File: config.mk
export PLATFORM = sky130hd
export DESIGN_NAME = idb_bank
export DESIGN_NICKNAME = d
export VERILOG_FILES = /design/src/core/idb_pkg.sv /design/src/core/idb_init_if.sv /design/src/core/idb_init_track.sv /design/src/core/idb_bank.sv
export VERILOG_INCLUDE_DIRS = /design/src /design/src/core
export SDC_FILE = /design/constraint.sdc
export NUM_CORES = 1
export LEC_CHECK = 0
export ABC_AREA = 1
export BUFFER_PORTS_ARGS = -buffer_cell sky130_fd_sc_hd__buf_2
export CORE_MARGIN = 5
export CORE_UTILIZATION = 41
export CTS_CLUSTER_SIZE = 10
export DETAILED_ROUTE_END_ITERATION = 10
export GPL_TIMING_DRIVEN = 0
export PLACE_DENSITY = 0.83
export SETUP_SLACK_MARGIN = 0.1
export SYNTH_ARGS = -nofsm -noshare
export SYNTH_HDL_FRONTEND = slang
export SYNTH_HIERARCHICAL = 1
export SYNTH_SLANG_ARGS = --single-unit
File: constraint.sdc
create_clock -name CLK_SYS -period 1.16 [get_ports CLK_SYS]
set_input_delay 0.232 -clock CLK_SYS [delete_from_list [all_inputs] [get_ports CLK_SYS]]
set_output_delay 0.232 -clock CLK_SYS [all_outputs]
set_load 0.01 [all_outputs]
File: src/core/idb_defines.svh
// Constants of the identification word bank: addresses, field layouts, fixed values.
// Assumes inclusion by bare name from the package, the design modules and the bench.
`ifndef IDB_DEFINES_SVH
`define IDB_DEFINES_SVH

// Word addresses in the extended special register space.
`define IDB_ADDR_PROG        16'hF078
`define IDB_ADDR_MEMORY      16'hF07A
`define IDB_ADDR_PART        16'hF07C
`define IDB_ADDR_MAKER       16'hF07E

// Maker word: code above a fixed low pattern.
`define IDB_MAKER_LOW        5'h03
`define IDB_MAKER_LOW_W      5

// Part word: revision in the lowest nibble.
`define IDB_REV_W            4

// Memory word: kind in bits 15..12, capacity code in bits 11..0.
`define IDB_KIND_W           4
`define IDB_SIZE_W           12
`define IDB_KIND_NONE        4'h0
`define IDB_KIND_MASK_ROM    4'h1
`define IDB_KIND_STD_FLASH   4'h2
`define IDB_KIND_HP_FLASH    4'h3
`define IDB_SIZE_DEFAULT     12'h0D0
`define IDB_MEM_BUSY_MASK    16'hC000
`define IDB_MEM_BUSY_HI      15
`define IDB_MEM_BUSY_LO      14

// Programming voltage word.
`define IDB_PROG_VPP_NONE    8'h00
`define IDB_PROG_VDD_5V      8'h40

// Field positions inside the words, for checks that look at one field at a time.
`define IDB_REV_HI           3
`define IDB_REV_LO           0
`define IDB_SIZE_HI          11
`define IDB_SIZE_LO          0
`define IDB_KIND_HI          15
`define IDB_KIND_LO          12
`define IDB_VDD_HI           7
`define IDB_VDD_LO           0
`define IDB_VPP_HI           15
`define IDB_VPP_LO           8

// Settle count before the strap is taken.
`define IDB_SETTLE_CNT       2'h2

// Expected word values.
`define IDB_MEM_READY_WORD   16'h30D0
`define IDB_MEM_BUSY_WORD    16'hF0D0
`define IDB_PROG_WORD        16'h0040
`define IDB_ZERO_WORD        16'h0000

`endif

File: src/core/idb_pkg.sv
// Types shared by the identification word bank and its flash-init tracker.
// Assumes idb_defines.svh is on the include path.
`include "idb_defines.svh"

package idb_pkg;

    // Progress of the flash initialisation seen from the bank.
    typedef enum logic [1:0] {
        IDB_SETTLE,
        IDB_BUSY,
        IDB_READY
    } idb_fsm_type;

    // All state of the tracker.
    typedef struct packed {
        logic        ea_s1;
        logic        ea_s2;
        logic        done_s1;
        logic        done_s2;
        logic [1:0]  settle;
        idb_fsm_type fsm;
        logic        strap_internal;
    } idb_track_state_type;

    // All state of the bank read port.
    typedef struct packed {
        logic [15:0] rdata;
        logic        rd_valid;
        logic        hit;
        logic        wr_ignored;
    } idb_bank_state_type;

endpackage

File: src/core/idb_init_if.sv
// Carries the flash-init status from the tracker to the bank.
// Assumes both ends run on the system clock.
interface idb_init_if;
    logic ready;
    logic strap_internal;

    modport tracker (output ready, output strap_internal);
    modport bank    (input ready, input strap_internal);
endinterface

File: src/core/idb_init_track.sv
// Flash-init tracker: synchronises the strap pin and the flash done level.
// Assumes the flash controller raises its done level once and holds it until reset.
`include "idb_defines.svh"

module idb_init_track (
    input  wire logic clk,
    input  wire logic rst_b,
    input  wire logic ext_access_pin,
    input  wire logic flash_done,
    idb_init_if.tracker init
);

    idb_pkg::idb_track_state_type s_q;
    idb_pkg::idb_track_state_type s_d;

    ////////////////////////////////////////////////////////////////////////////////
    // Next state. The strap is taken only after the synchroniser has filled, so a
    // pin level never reaches a flop through the asynchronous reset.
    always_comb
    begin
        s_d         = s_q;
        s_d.ea_s1   = ext_access_pin;
        s_d.ea_s2   = s_q.ea_s1;
        s_d.done_s1 = flash_done;
        s_d.done_s2 = s_q.done_s1;
        unique case (s_q.fsm)
            idb_pkg::IDB_SETTLE:
            begin
                if (s_q.settle == `IDB_SETTLE_CNT)
                begin
                    s_d.strap_internal = s_q.ea_s2;
                    // Internal start: flash already initialised, words valid at once.
                    if (s_q.ea_s2 || s_q.done_s2)
                        s_d.fsm = idb_pkg::IDB_READY;
                    else
                        s_d.fsm = idb_pkg::IDB_BUSY;
                end
                else
                    s_d.settle = s_q.settle + 2'h1;
            end
            idb_pkg::IDB_BUSY:
            begin
                // External start: wait for the flash to finish.
                if (s_q.done_s2)
                    s_d.fsm = idb_pkg::IDB_READY;
            end
            idb_pkg::IDB_READY:
            begin
                s_d.fsm = idb_pkg::IDB_READY;
            end
        endcase
    end

    // State register with constant reset values.
    always_ff @(posedge clk or negedge rst_b)
    begin
        if (!rst_b)
            s_q <= '{ea_s1: 1'b0, ea_s2: 1'b0, done_s1: 1'b0, done_s2: 1'b0,
                     settle: 2'h0, fsm: idb_pkg::IDB_SETTLE, strap_internal: 1'b0};
        else
            s_q <= s_d;
    end

    assign init.ready          = (s_q.fsm == idb_pkg::IDB_READY);
    assign init.strap_internal = s_q.strap_internal;

endmodule

File: src/core/idb_bank.sv
// Identification word bank: four read-only 16-bit words in the extended
// special register space, read by the CPU one word at a time.
// Assumes a single-cycle read or write strobe with a word address from the CPU.
`include "idb_defines.svh"

module idb_bank #(
    parameter logic [10:0] MAKER_CODE = 11'h155, // Arbitrary value.
    parameter logic [11:0] PART_CODE  = 12'h5A5, // Arbitrary value.
    parameter logic [3:0]  REVISION   = 4'h1,    // Arbitrary value.
    parameter logic [3:0]  MEM_KIND   = `IDB_KIND_HP_FLASH,
    parameter logic [11:0] MEM_SIZE   = `IDB_SIZE_DEFAULT
) (
    input  wire logic        CLK_SYS,
    input  wire logic        RST_B,
    input  wire logic [15:0] ADDR,
    input  wire logic        RD_STB,
    input  wire logic        WR_STB,
    input  wire logic [15:0] WDATA,
    input  wire logic [1:0]  BYTE_EN,
    input  wire logic        EXT_ACCESS_PIN,
    input  wire logic        FLASH_INIT_DONE,
    output logic      [15:0] RDATA,
    output logic             RD_VALID,
    output logic             HIT,
    output logic             WR_IGNORED,
    output logic             INIT_READY,
    output logic             STRAP_INTERNAL
);

    ////////////////////////////////////////////////////////////////////////////////
    // Elaboration checks: reserved kinds and an empty memory with a size are refused.
    if (MEM_KIND > `IDB_KIND_HP_FLASH)
        $error("Memory kind code is reserved.");
    if ((MEM_KIND == `IDB_KIND_NONE) && (MEM_SIZE != 12'h000))
        $error("A part without internal memory must report size zero.");

    ////////////////////////////////////////////////////////////////////////////////
    // Flash-init tracking lives in its own module; the bank only sees a level.
    idb_init_if init_link ();

    idb_init_track u_track (
        .clk            (CLK_SYS),
        .rst_b          (RST_B),
        .ext_access_pin (EXT_ACCESS_PIN),
        .flash_done     (FLASH_INIT_DONE),
        .init           (init_link.tracker)
    );

    ////////////////////////////////////////////////////////////////////////////////
    // Word contents. These are wires, not storage, so no write path can reach them.
    logic [15:0] maker_id_word;
    logic [15:0] part_id_word;
    logic [15:0] memory_id_word;
    logic [15:0] prog_voltage_id_word;
    logic [15:0] memory_ready_word;

    // Maker code sits above the fixed low pattern.
    assign maker_id_word = {MAKER_CODE, `IDB_MAKER_LOW};
    // Device code above, revision follows the silicon in the lowest nibble.
    assign part_id_word = {PART_CODE, REVISION};
    // Kind in the top nibble, capacity code below it, capacity = 4 x code Kbyte.
    assign memory_ready_word = {MEM_KIND, MEM_SIZE};
    // Until the flash is done the top two bits are forced high as a busy flag.
    // Software booting externally polls them; the maker and part words stay valid.
    assign memory_id_word = init_link.ready ? memory_ready_word
                          : (memory_ready_word | `IDB_MEM_BUSY_MASK);
    // No external program supply, five-volt programming code; same before and after.
    assign prog_voltage_id_word = {`IDB_PROG_VPP_NONE, `IDB_PROG_VDD_5V};

    ////////////////////////////////////////////////////////////////////////////////
    // Address decode. Only the four even word addresses match; an odd address misses,
    // so an odd-address byte access never reaches a word; BYTE_EN is not decoded.
    logic        sel_hit;
    logic [15:0] sel_word;

    always_comb
    begin
        sel_hit  = 1'b1;
        sel_word = `IDB_ZERO_WORD;
        unique case (ADDR)
            `IDB_ADDR_MAKER:  sel_word = maker_id_word;
            `IDB_ADDR_PART:   sel_word = part_id_word;
            `IDB_ADDR_MEMORY: sel_word = memory_id_word;
            `IDB_ADDR_PROG:   sel_word = prog_voltage_id_word;
            default:          sel_hit  = 1'b0;
        endcase
    end

    ////////////////////////////////////////////////////////////////////////////////
    // Read port state. A read takes the whole word regardless of byte enables;
    // an unmapped read answers with zero and HIT low so software sees a defined value.
    idb_pkg::idb_bank_state_type s_q;
    idb_pkg::idb_bank_state_type s_d;

    always_comb
    begin
        s_d            = s_q;
        s_d.rd_valid   = RD_STB;
        s_d.hit        = 1'b0;
        s_d.wr_ignored = WR_STB && !RD_STB && sel_hit;
        if (RD_STB)
        begin
            s_d.hit   = sel_hit;
            s_d.rdata = sel_word;
        end
    end

    // Output register; data is held between reads.
    always_ff @(posedge CLK_SYS or negedge RST_B)
    begin
        if (!RST_B)
            s_q <= '{rdata: `IDB_ZERO_WORD, rd_valid: 1'b0, hit: 1'b0, wr_ignored: 1'b0};
        else
            s_q <= s_d;
    end

    assign RDATA          = s_q.rdata;
    assign RD_VALID       = s_q.rd_valid;
    assign HIT            = s_q.hit;
    assign WR_IGNORED     = s_q.wr_ignored;
    assign INIT_READY     = init_link.ready;
    assign STRAP_INTERNAL = init_link.strap_internal;
endmodule

=== Yosys cells after proc, flatten, opt, wreduce, memory -nomap -nowiden ===
Cells that the tools add are included.

* Flip-flop bits (word level): 28
* Input bits: 40
* Output and inout port bits: 21
* Word-level logic and storage cells: 39

* $add $sub $neg: 1
* Eq/ne operators: 9
* Mux-type cells: 8
* Bitwise operators: 1
* Reduce and logical (&&, ||, !) cells: 9

{| class="wikitable"
|+ Operators by type and width
! operator !! number
|-
| equality test 16 bit, second input constant || 4
|-
| one-hot mux 16 bit (4 select lines) || 1
|-
| 2-to-1 mux 16 bit || 1
|-
| one-hot mux 2 bit (3 select lines) || 1
|-
| AND reduction 2 bit || 3
|-
| equality test 2 bit, second input constant || 2
|-
| 2-to-1 mux 2 bit || 2
|-
| != test 2 x 1 -> 1 bit, second input constant || 2
|-
| OR reduction 4 bit || 1
|-
| 2-to-1 mux 3 bit || 1
|-
| adder 2 x 1 -> 2 bit, second input constant || 1
|-
| equality test 2 x 1 -> 1 bit, second input constant || 1
|-
| logical AND 1 bit || 2
|-
| zero test 2 bit || 1
|-
| 2-to-1 mux 1 bit || 2
|-
| zero test 1 bit || 1
|-
| logical OR 1 bit || 1
|-
| NOT 1 bit || 1
|}

=== Depth between registers and ports, before layout ===
Gate-level depths: netlist (run 1).

* Depth after elaboration: 4
* Gate-level depth with buffers: 8
* Mapped depth without buffers: 8

=== By module ===
Netlist (run 1), hierarchy kept.

{| class="wikitable"
|+ By module, submodules not included
! module !! instances !! cells an instance !! area each (um^2) !! seq. area each (um^2)
|-
| idb_bank || 1 || 81 || 571.8 || 250.2
|-
| idb_init_track || 1 || 40 || 401.6 || 225.2
|}

=== Worst setup path before layout (run 1) ===
No wires, ideal clock.

* Kind: register -> register
* Start: register u_track/s_q[1] (netlist name)
* End: register u_track/s_q[2] (netlist name)
* Arrival time: 0.926 ns
* Data required time: 1.044 ns
* Setup slack: 0.118 ns
* Stages on the path, launching flop included: 8
* Path buffers: 0
* Period minus slack after synthesis: 1.042 ns
* Cell sequence: dfrtp_1 > inv_1 > ha_1 > nand2_4 > nand2_4 > inv_1 > nand2_1 > nand2_1

* Word-level cells in the longest chain between the ends: 3
* Elaborated cells between the ends (all ways): 7
* Classes of those cells: eq/ne: 4; mux: 1; reduce/logical: 2

{| class="wikitable"
|+ Ends and longest elaborated chain
! what !! RTL line !! text
|-
| start: declaration || idb_init_track.sv:13 || <nowiki>idb_pkg::idb_track_state_type s_q;</nowiki>
|-
| start signal: assignment || idb_init_track.sv:58 || <nowiki>s_q <= '{ea_s1: 1'b0, ea_s2: 1'b0, done_s1: 1'b0, done_s2: 1'b0,</nowiki>
|-
| equality test 2 x 1 -> 1 bit / zero test 2 bit (equally long branches) || idb_init_track.sv:26 || <nowiki>unique case (s_q.fsm)</nowiki>
|-
| != test 2 x 1 -> 1 bit (no source line) || n/a ||
|-
| AND reduction 2 bit (no source line) || n/a ||
|}

Parallel ways exist; a longest one is shown, timed or not.
A chain may end at the register's enable or synchronous reset.

=== Worst setup path in the final report (run 1) ===
* Start: register u_track/s_q[1] (netlist name)
* End: output port INIT_READY

* Word-level cells in the longest chain between the ends: 1

{| class="wikitable"
|+ Ends and longest elaborated chain
! what !! RTL line !! text
|-
| equality test 2 bit || idb_init_track.sv:64 || <nowiki>assign init.ready = (s_q.fsm == idb_pkg::IDB_READY);</nowiki>
|-
| end: declaration || idb_bank.sv:26 || <nowiki>output logic INIT_READY,</nowiki>
|}

Every way passes these cells.

==> results of run 1 <==
[stage by stage]
step	TNS (ps)	power, uW	worst slack (ps)	hold WS, ps
after floorplan	0	752	118	-63.6
after global placement	0	814	68.3	172
after detailed placement	0	821	34.1	191
after CTS	-448	1190	-125	4.47
after global routing	-844	1220	-171	17.1
final	-451	1170	-128	23.9
[power groups by stage]
stage                     Clock (uW)  Sequential (uW)  Combinational (uW)
after floorplan                    0              705                47.4
after global placement             0              700                 115
after detailed placement           0              701                 121
after CTS                        375              688                 124
after global routing             388              690                 143
final                            358              688                 125
[worst max-delay path: cells and delay by family (launching register included)]
family | cells | cell delay (ps)
flip-flops | 1 | 420
buffers and inverters | 2 | 180
adder cells (fa/ha/maj) | 1 | 140
[registers in the layout, indices dropped and copies added, names as in the netlist]
name / count
RDATA: 7
u_track/s_q: 6
u_track/s_d: 2
HIT: 1
RD_VALID: 1
WR_IGNORED: 1
u_track/init.strap_internal: 1
[what timing repair did]
item | 4_1_cts | 5_1_grt
hold buffers | 1 | 1
pin swaps | 0 | 4
setup buffers | 5 | 2
endpoints found under the setup margin | 21 | 22
endpoints found under the hold margin | 19 | 1
resized for setup | 20 | 3
[worst max-delay path by stage]
stage,to,slack [ps],depth (start not counted)
global placement,u_track/s_q[2]$_DFFE_PN0P_,70,7
CTS,INIT_READY,-120,3
detailed placement,u_track/s_q[2]$_DFFE_PN0P_,30,7
floorplan,u_track/s_q[2]$_DFFE_PN0P_,120,7
global route,INIT_READY,-170,3
finish,INIT_READY,-130,3
[metal layers]
layer / up-vias / routed length (um)
li1: 456 / -
met3: 5 / 221
met4: 0 / 35
met1: 409 / 835
met2: 38 / 1130
met5: - / 0
[cell usage in the layout (no fill, tap or decap), drive strengths merged]
cell type and instances:
inv 16, xor2 1, clkbuf 3, o21ai 3, dfrtp 19, nand4 1, buf 54, clkinvlp 1
nand2 40, nand3 8, ha 4, dlygate4sd3 2, conb 4, nor2 19
[layout make-up]
| cell class | instances | area, um^2 | area share [%] |
|---|---|---|---|
| repair buffers | 47 | 304 | 21.6 |
| clock buffers | 3 | 22.5 | 1.60 |
| plain buffers | 9 | 86.3 | 6.13 |
| clock inverters | 1 | 7.51 | 0.533 |
| inverters | 16 | 62.6 | 4.44 |
| well taps | 28 | 35.0 | 2.49 |
| multi-input cells | 80 | 414 | 29.4 |
| flip-flops and latches | 19 | 475 | 33.8 |
[logic make-up (layout without fill, tap and decap cells)]
family	count (synthesis)	in the layout	share of synthesized area, %
other cells	1	4	0.385
simple gates	68	68	30.1
buf+inv	25	76	13.1
fa+ha+maj	4	4	5.14
xor+xnor	1	1	0.900
flops	19	19	48.8
compound gates	3	3	1.54
==> metrics.cfg, run 1 <==
[grt]
grt_start_max_net_pins=20
busiest_layer=met2
gr-total-overflow=0
grt_use_met3_pct=3.51
grt_usage_pct=13.9
grt_pass1_vias=872
met2_usage_pct=25.2
grt_pass1_wl_um=3640
globalRouteMet1Util_pct=15.4
antenna_found_initial=0

[worst_hold_path]
hold_start=EXT_ACCESS_PIN
hold_depth=1
worstHoldPathType=input port to register
hold_path_end=u_track/s_d[7]$_DFF_PN0_

[place]
dp_cells=190
placed_cell_area_mm2=0.00121
port-buffer-count=38
gp_congestion=0.795
hpwl_um=1600

[run_status]
status=complete, but fails checks
violations=negative setup slack

[synthesis]
synth-main-ff-cell=dfrtp_1
synth_edf_count=0
synth_common_cells=nand2_1, dfrtp_1, nor2_1
synth_top_area_cell=dfrtp_1
ys_seq_area_share_pct=48.8
synth_cell_type_count=16
yosysWarnings=6
netlist_area_um2=973
ys_top_cells_by_area=dfrtp_1, nand2_1, buf_4
yosysMostFrequentCell=nand2_1
synth_top_area_share_pct=48.8
synth.avg_cell_area_um2=8.04
ys_seq_elements=19
netlist_instances=121
async_flop_share_pct=100

[die]
die_h_um=58.7
core_mm2=0.00223
die_area_mm2=0.00345
rows=17
io_pins=61
die_w_um=58.7
initial_utilization_pct=43.6

[worst_setup_path]
regToRegSetupSlack_ps=-50
cp_max_fo=2
r2r_cells=8
r2r-start=u_track/s_q[1]$_DFFE_PN0P_
critPathLaunch=u_track/s_q[1]$_DFFE_PN0P_
worstSetupPathType=register to output port
startpoint_type=register
cp_cell_sequence=inv_2 -> ha_4 -> buf_6
cp_slowest_cell=dfrtp_1
worstPathRequired_ps=930
critPathMaxStageDelay_ps=420
r2r_end=u_track/s_q[2]$_DFFE_PN0P_
worstSetupEndpointType=output port
worstPathArrival_ps=1060

[pwr]
p_leak_uw=0.000833
p_switching_uw=301
combPwrFrac_pct=10.7
ir_drop_v=0.000531
p_int_uw=869
swShare_pct=25.8
power_density_mw_per_mm2=831
power_frac_clock_pct=30.6
p_seq_share_pct=58.8

[finish]
area_delta_synth_final_pct=44.6
drive_gt1_share_pct=40.6
final_cells=203
fillers=200
n_antenna_cell=0
final_cell_area_mm2=0.00141
fin_nets=220
final_util_pct=63.0

[sta]
period_share_pct=111
max_freq_ghz=0.776
hold_violations=0
fin_crit_ps=1290
finalSetupViolCount=8
maxSlewViolCount=0
skew_ps=3.32
rsz0062_at_grt=yes
timing.final.ws_setup_ps=-128

[detailed_routing]
ant_nets=0
vias=908
first_pass_iters=4
wl_per_cell_um=10.9
vias_per_cell=4.47
drt_iter0_markers=18
drt_wl_total_um=2220
drc=0

[cts]
cts_root_buf=clkbuf_4
htree_num_levels=1
cts_buffers=3
clk_latency_ps=310
cts_buffer_depth=2
cts_tree=yes
cts.sinks=19
clkTransAtPathRegs_ps=120

[flow_run]
cap_viol_max_count=0

Power figures use the tool's default switching activity.
==> run 2, diff against run 1 <==
- ABC_AREA: 1 -> unset
- CORE_UTILIZATION: 41 -> 40
==> metrics.cfg, run 2 <==
[run_status]
status=complete, but fails checks
violations=negative setup slack

[cts]
cts_tree=yes
cts.sinks=19
htree_num_levels=1
clk_latency_ps=300
cts_root_buf=clkbuf_4
cts_buffer_depth=2
cts_buffers=3
clkTransAtPathRegs_ps=100

[worst_setup_path]
r2r_cells=4
r2r_end=u_track/s_q[1]$_DFFE_PN0P_
cp_max_fo=3
worstSetupEndpointType=register
cp_cell_sequence=inv_2 -> ha_4 -> or4b_1 -> mux2i_1
startpoint_type=register
r2r-start=u_track/s_q[1]$_DFFE_PN0P_
cp_slowest_cell=or4b_1
worstSetupPathType=register to register
worstPathArrival_ps=1600
worstPathRequired_ps=1390
critPathMaxStageDelay_ps=460
regToRegSetupSlack_ps=-210

[place]
port-buffer-count=38
gp_congestion=0.787
hpwl_um=1520
dp_cells=145
post-place-ws_ps=-201
placed_cell_area_mm2=0.00118

[sta]
fin_crit_ps=1370
finalSetupViolCount=9
rsz0062_at_grt=yes
max_freq_ghz=0.731
finalSetupTns_ps=-729
hold_violations=0
timing.final.ws_setup_ps=-208
maxSlewViolCount=0
skew_ps=3.36
period_share_pct=118

[worst_hold_path]
worstHoldPathType=input port to register
hold_depth=1
hold_start=FLASH_INIT_DONE
hold_path_end=u_track/s_d[5]$_DFF_PN0_

[die]
core_mm2=0.00219
die_h_um=57.7
rows=17
die_area_mm2=0.00333
initial_utilization_pct=41.5
io_pins=61
die_w_um=57.7

[finish]
fillers=169
layout_commonest_cell=buf_2
final_cell_area_mm2=0.00141
n_antenna_cell=0
drive_gt1_share_pct=61.2
final_cells=162
fin_nets=179
final_util_pct=64.1
area_delta_synth_final_pct=54.5
final_cell_mix=buf_2, dfrtp_1, buf_4, buf_6
largest_register_ff_count=7

[pwr]
p_seq_share_pct=59.9
p_switching_uw=273
combPwrFrac_pct=10.6
power_density_mw_per_mm2=809
p_leak_uw=0.000760
p_int_uw=864
ir_drop_v=0.000644
power_frac_clock_pct=29.5
swShare_pct=24.0

[detailed_routing]
wl_per_cell_um=12.6
drc=0
first_pass_iters=3
vias_per_cell=4.48
drt_iter0_markers=4
vias=725
ant_nets=0
drt_wl_total_um=2050

[synthesis]
synth_top_area_share_pct=52.3
synth_top_area_cell=dfrtp_1
yosysWarnings=6
async_flop_share_pct=100
ys_top_cells_by_area=dfrtp_1, buf_4, o2bb2ai_1
netlist_area_um2=910
synth_edf_count=0
yosysMostFrequentCell=dfrtp_1
synth_common_cells=dfrtp_1, buf_4, nand2_1, o2bb2ai_1, inv_1
ys_seq_area_share_pct=52.3
synth_cell_type_count=27
synth.avg_cell_area_um2=12.0
synth-main-ff-cell=dfrtp_1
ys_seq_elements=19
netlist_instances=76

[grt]
grt_pass1_wl_um=3440
grt_usage_pct=14.0
antenna_found_initial=0
gr-total-overflow=0
grt_pass1_vias=801
grt_start_max_net_pins=20

[flow_run]
cap_viol_max_count=0

[run 2: how the worst max path moves through the flow]
| stage | from | end | slack [ps] | cells after the start |
|---|---|---|---|---|
| 2_1_floorplan | u_track/s_q[1]$_DFFE_PN0P_ | u_track/s_q[1]$_DFFE_PN0P_ | -140 | 4 |
| 3_5_place_dp | u_track/s_q[1]$_DFFE_PN0P_ | u_track/s_q[1]$_DFFE_PN0P_ | -200 | 4 |
| 6_report | u_track/s_q[1]$_DFFE_PN0P_ | u_track/s_q[1]$_DFFE_PN0P_ | -210 | 4 |
| 5_1_grt | u_track/s_q[2]$_DFFE_PN0P_ | u_track/s_q[1]$_DFFE_PN0P_ | -290 | 4 |
| 4_1_cts | u_track/s_q[1]$_DFFE_PN0P_ | INIT_READY | -220 | 3 |
| 3_3_place_gp | u_track/s_q[1]$_DFFE_PN0P_ | u_track/s_q[1]$_DFFE_PN0P_ | -170 | 4 |
[run 2: power groups by stage]
stage	registers, uW	clock network [uW]	logic, uW
after global placement	693	0	111
after detailed placement	694	0	116
final	681	335	120
after floorplan	697	0	48.4
after global routing	683	378	134
after CTS	681	356	121
[run 2: logic make-up (layout without fill, tap and decap cells)]
| logic type | Yosys count | count (layout) | synth area share, % |
|---|---|---|---|
| AO/OA/AOI/OAI | 12 | 12 | 10.5 |
| XOR/XNOR | 1 | 1 | 0.963 |
| adder cells (fa/ha/maj) | 4 | 4 | 5.50 |
| buffers and inverters | 15 | 70 | 10.0 |
| flip-flops | 19 | 19 | 52.3 |
| multiplexers | 3 | 3 | 3.44 |
| other | 1 | 4 | 0.412 |
| AND/OR/NAND/NOR | 21 | 21 | 16.9 |
[run 2: layout make-up]
type | instances | area (um^2) | area share [%]
repair buffers | 51 | 342 | 24.3
flip-flops and latches | 19 | 477 | 33.9
inverters | 5 | 18.8 | 1.34
multi-input cells | 45 | 414 | 29.5
clock buffers | 3 | 22.5 | 1.60
clock inverters | 1 | 5.00 | 0.356
well taps | 28 | 35.0 | 2.49
plain buffers | 10 | 91.3 | 6.50
[run 2: through the flow]
stage | hold slack (ps) | total power, uW
2_1_floorplan | -63.6 | 745
3_3_place_gp | 184 | 804
3_5_place_dp | 195 | 810
4_1_cts | 12.9 | 1160
5_1_grt | 6.77 | 1200
6_report | 27.8 | 1140
[run 2: layer usage]
layer / track usage, % / vias up / wire length [um]
li1: - / 364 / -
met1: 12.6 / 338 / 684
met2: 27.4 / 18 / 1210
met3: 1.78 / 5 / 83
met4: 10.9 / 0 / 72
met5: 0 / - / 0
[run 2: what timing repair did]
item                       CTS  global route
buffers inserted             9             3
pin swaps                    3             0
setup endpoints to repair   21            24
resized for setup           19             4
hold buffers                 1             0
hold endpoints to repair    19             0
[run 2: worst max-delay path: cells and delay by family (launching register included)]
kind	cells	cell delay, ps
DFF	1	400
muxes	1	140
and+or+nand+nor	1	460
buffers and inverters	1	100
adders and majority gates	1	200
==> run 3, diff against run 2 <==
- ABC_AREA: unset -> 1
- CORE_UTILIZATION: 40 -> 41
- SETUP_SLACK_MARGIN: 0.1 -> unset
==> metrics.cfg, run 3 (synthesized netlist as in run 1, its figures left out) <==
[detailed_routing]
vias_per_cell=4.40
ant_nets=0
drc=0
drt_iter0_markers=12
vias=867
drt_wl_total_um=2090
wl_per_cell_um=10.6
first_pass_iters=5

[sta]
skew_ps=2.86
rsz0062_at_grt=yes
period_share_pct=110
finalSetupTns_ps=-251
maxSlewViolCount=0
max_freq_ghz=0.782
fin_crit_ps=1280
hold_violations=0
timing.final.ws_setup_ps=-118
finalSetupViolCount=3

[die]
rows=17
die_h_um=58.7
die_area_mm2=0.00345
initial_utilization_pct=43.6
io_pins=61
die_w_um=58.7
core_mm2=0.00223

[worst_setup_path]
worstPathRequired_ps=930
r2r_cells=6
r2r-start=u_track/s_q[1]$_DFFE_PN0P_
worstSetupPathType=register to output port
worstSetupEndpointType=output port
cp_max_fo=2
worstPathArrival_ps=1050
startpoint_type=register
r2r_end=u_track/s_q[1]$_DFFE_PN0P_
regToRegSetupSlack_ps=0

[cts]
cts_buffers=3
cts_root_buf=clkbuf_4
htree_num_levels=1
cts_buffer_depth=2
cts.sinks=19
clkTransAtPathRegs_ps=110
clk_latency_ps=310
cts_tree=yes

[finish]
regArea_um2=475
drive_gt1_share_pct=36.1
area_delta_synth_final_pct=37.7
final_cell_mix=nand2_1, buf_2, dfrtp_1
largest_register_ff_count=7
fillers=208
multi_input_area_um2=409
final_cell_area_mm2=0.00134
final_util_pct=60.0
fin_nets=214
n_antenna_cell=0
layout_commonest_cell=nand2_1

[pwr]
p_int_uw=869
p_seq_share_pct=58.9
swShare_pct=25.6
p_total_uw=1170
power_density_mw_per_mm2=872
power_frac_clock_pct=30.5
p_leak_uw=0.000807
combPwrFrac_pct=10.6
p_switching_uw=300
ir_drop_v=0.000527

[grt]
grt_pass1_vias=869
grt_usage_pct=13.3
gr-total-overflow=0
grt_start_max_net_pins=20
antenna_found_initial=0
grt_pass1_wl_um=3520

[run_status]
violations=negative setup slack
status=complete, but fails checks

[place]
port-buffer-count=38
gp_congestion=0.795
hpwl_um=1600
post-place-ws_ps=34.1
placed_cell_area_mm2=0.00121

[worst_hold_path]
hold_path_end=u_track/s_d[7]$_DFF_PN0_
hold_depth=1
hold_start=EXT_ACCESS_PIN
worstHoldPathType=input port to register

[flow_run]
cap_viol_max_count=0

==> run 3: cell count changes in the layout (fill, tap and decap cells not counted), moves of 3 or more <==
cell,delta
ha_2,-3
buf_6,-6
buf_4,-6
o2bb2ai_1,-6
nor2_1,+14
inv_1,+11
nand2_1,+32
nand3_1,+7
==> run 3: how the worst max path moves through the flow <==
stage / from / end / slack (ps) / cells past startpoint
after floorplan: u_track/s_q[1]$_DFFE_PN0P_ / u_track/s_q[2]$_DFFE_PN0P_ / 120 / 7
after global placement: u_track/s_q[1]$_DFFE_PN0P_ / u_track/s_q[2]$_DFFE_PN0P_ / 70 / 7
after detailed placement: u_track/s_q[1]$_DFFE_PN0P_ / u_track/s_q[2]$_DFFE_PN0P_ / 30 / 7
after CTS: u_track/s_q[2]$_DFFE_PN0P_ / INIT_READY / -130 / 2
after global routing: u_track/s_q[2]$_DFFE_PN0P_ / INIT_READY / -170 / 2
final: u_track/s_q[1]$_DFFE_PN0P_ / INIT_READY / -120 / 3
==> run 3: power groups by stage <==
stage	clock (uW)	sequential [uW]	combinational, uW
2_1_floorplan	0	705	47.4
3_3_place_gp	0	700	115
3_5_place_dp	0	701	121
4_1_cts	375	688	124
5_1_grt	387	690	143
6_report	356	688	124
==> run 3: metrics by stage <==
stage,hold slack (ps),instances
after detailed placement,191,190
after CTS,4.47,195
final,24.0,197
after floorplan,-63.6,124
after global placement,172,190
after global routing,17.8,197
==> run 3: area by class of cell <==
class                           instances  area share [%]
Multi-Input combinational cell         80            30.5
Inverter                               16            4.48
Sequential cell                        19            35.5
Clock inverter                          1           0.560
Buffer                                  6            3.92
Clock buffer                            3            1.68
Tap cell                               28            2.61
Timing Repair Buffer                   44            20.7
==> run 3: layer usage <==
| layer | GRT usage (%) | part of all wire, % | vias to the layer above |
|---|---|---|---|
| met3 | 3.51 | 10 | 5 |
| met4 | 4.85 | 1.7 | 0 |
| met2 | 24.1 | 51 | 35 |
| li1 | - | - | 446 |
| met5 | 0 | 0 | - |
| met1 | 14.6 | 37 | 381 |
==> run 3: worst max-delay path, stage by stage (launching register included) <==
cell     delay [ps]
dfrtp_1         400
inv_2            70
ha_4            160
buf_6           110
==> run 3: timing repair <==
action | in CTS | in global routing
hold buffers | 1 | 1
setup endpoints to repair | 6 | 7
pin swaps | 0 | 3
gates resized for setup | 12 | 1
hold endpoints to repair | 19 | 1
setup buffers | 3 | 1
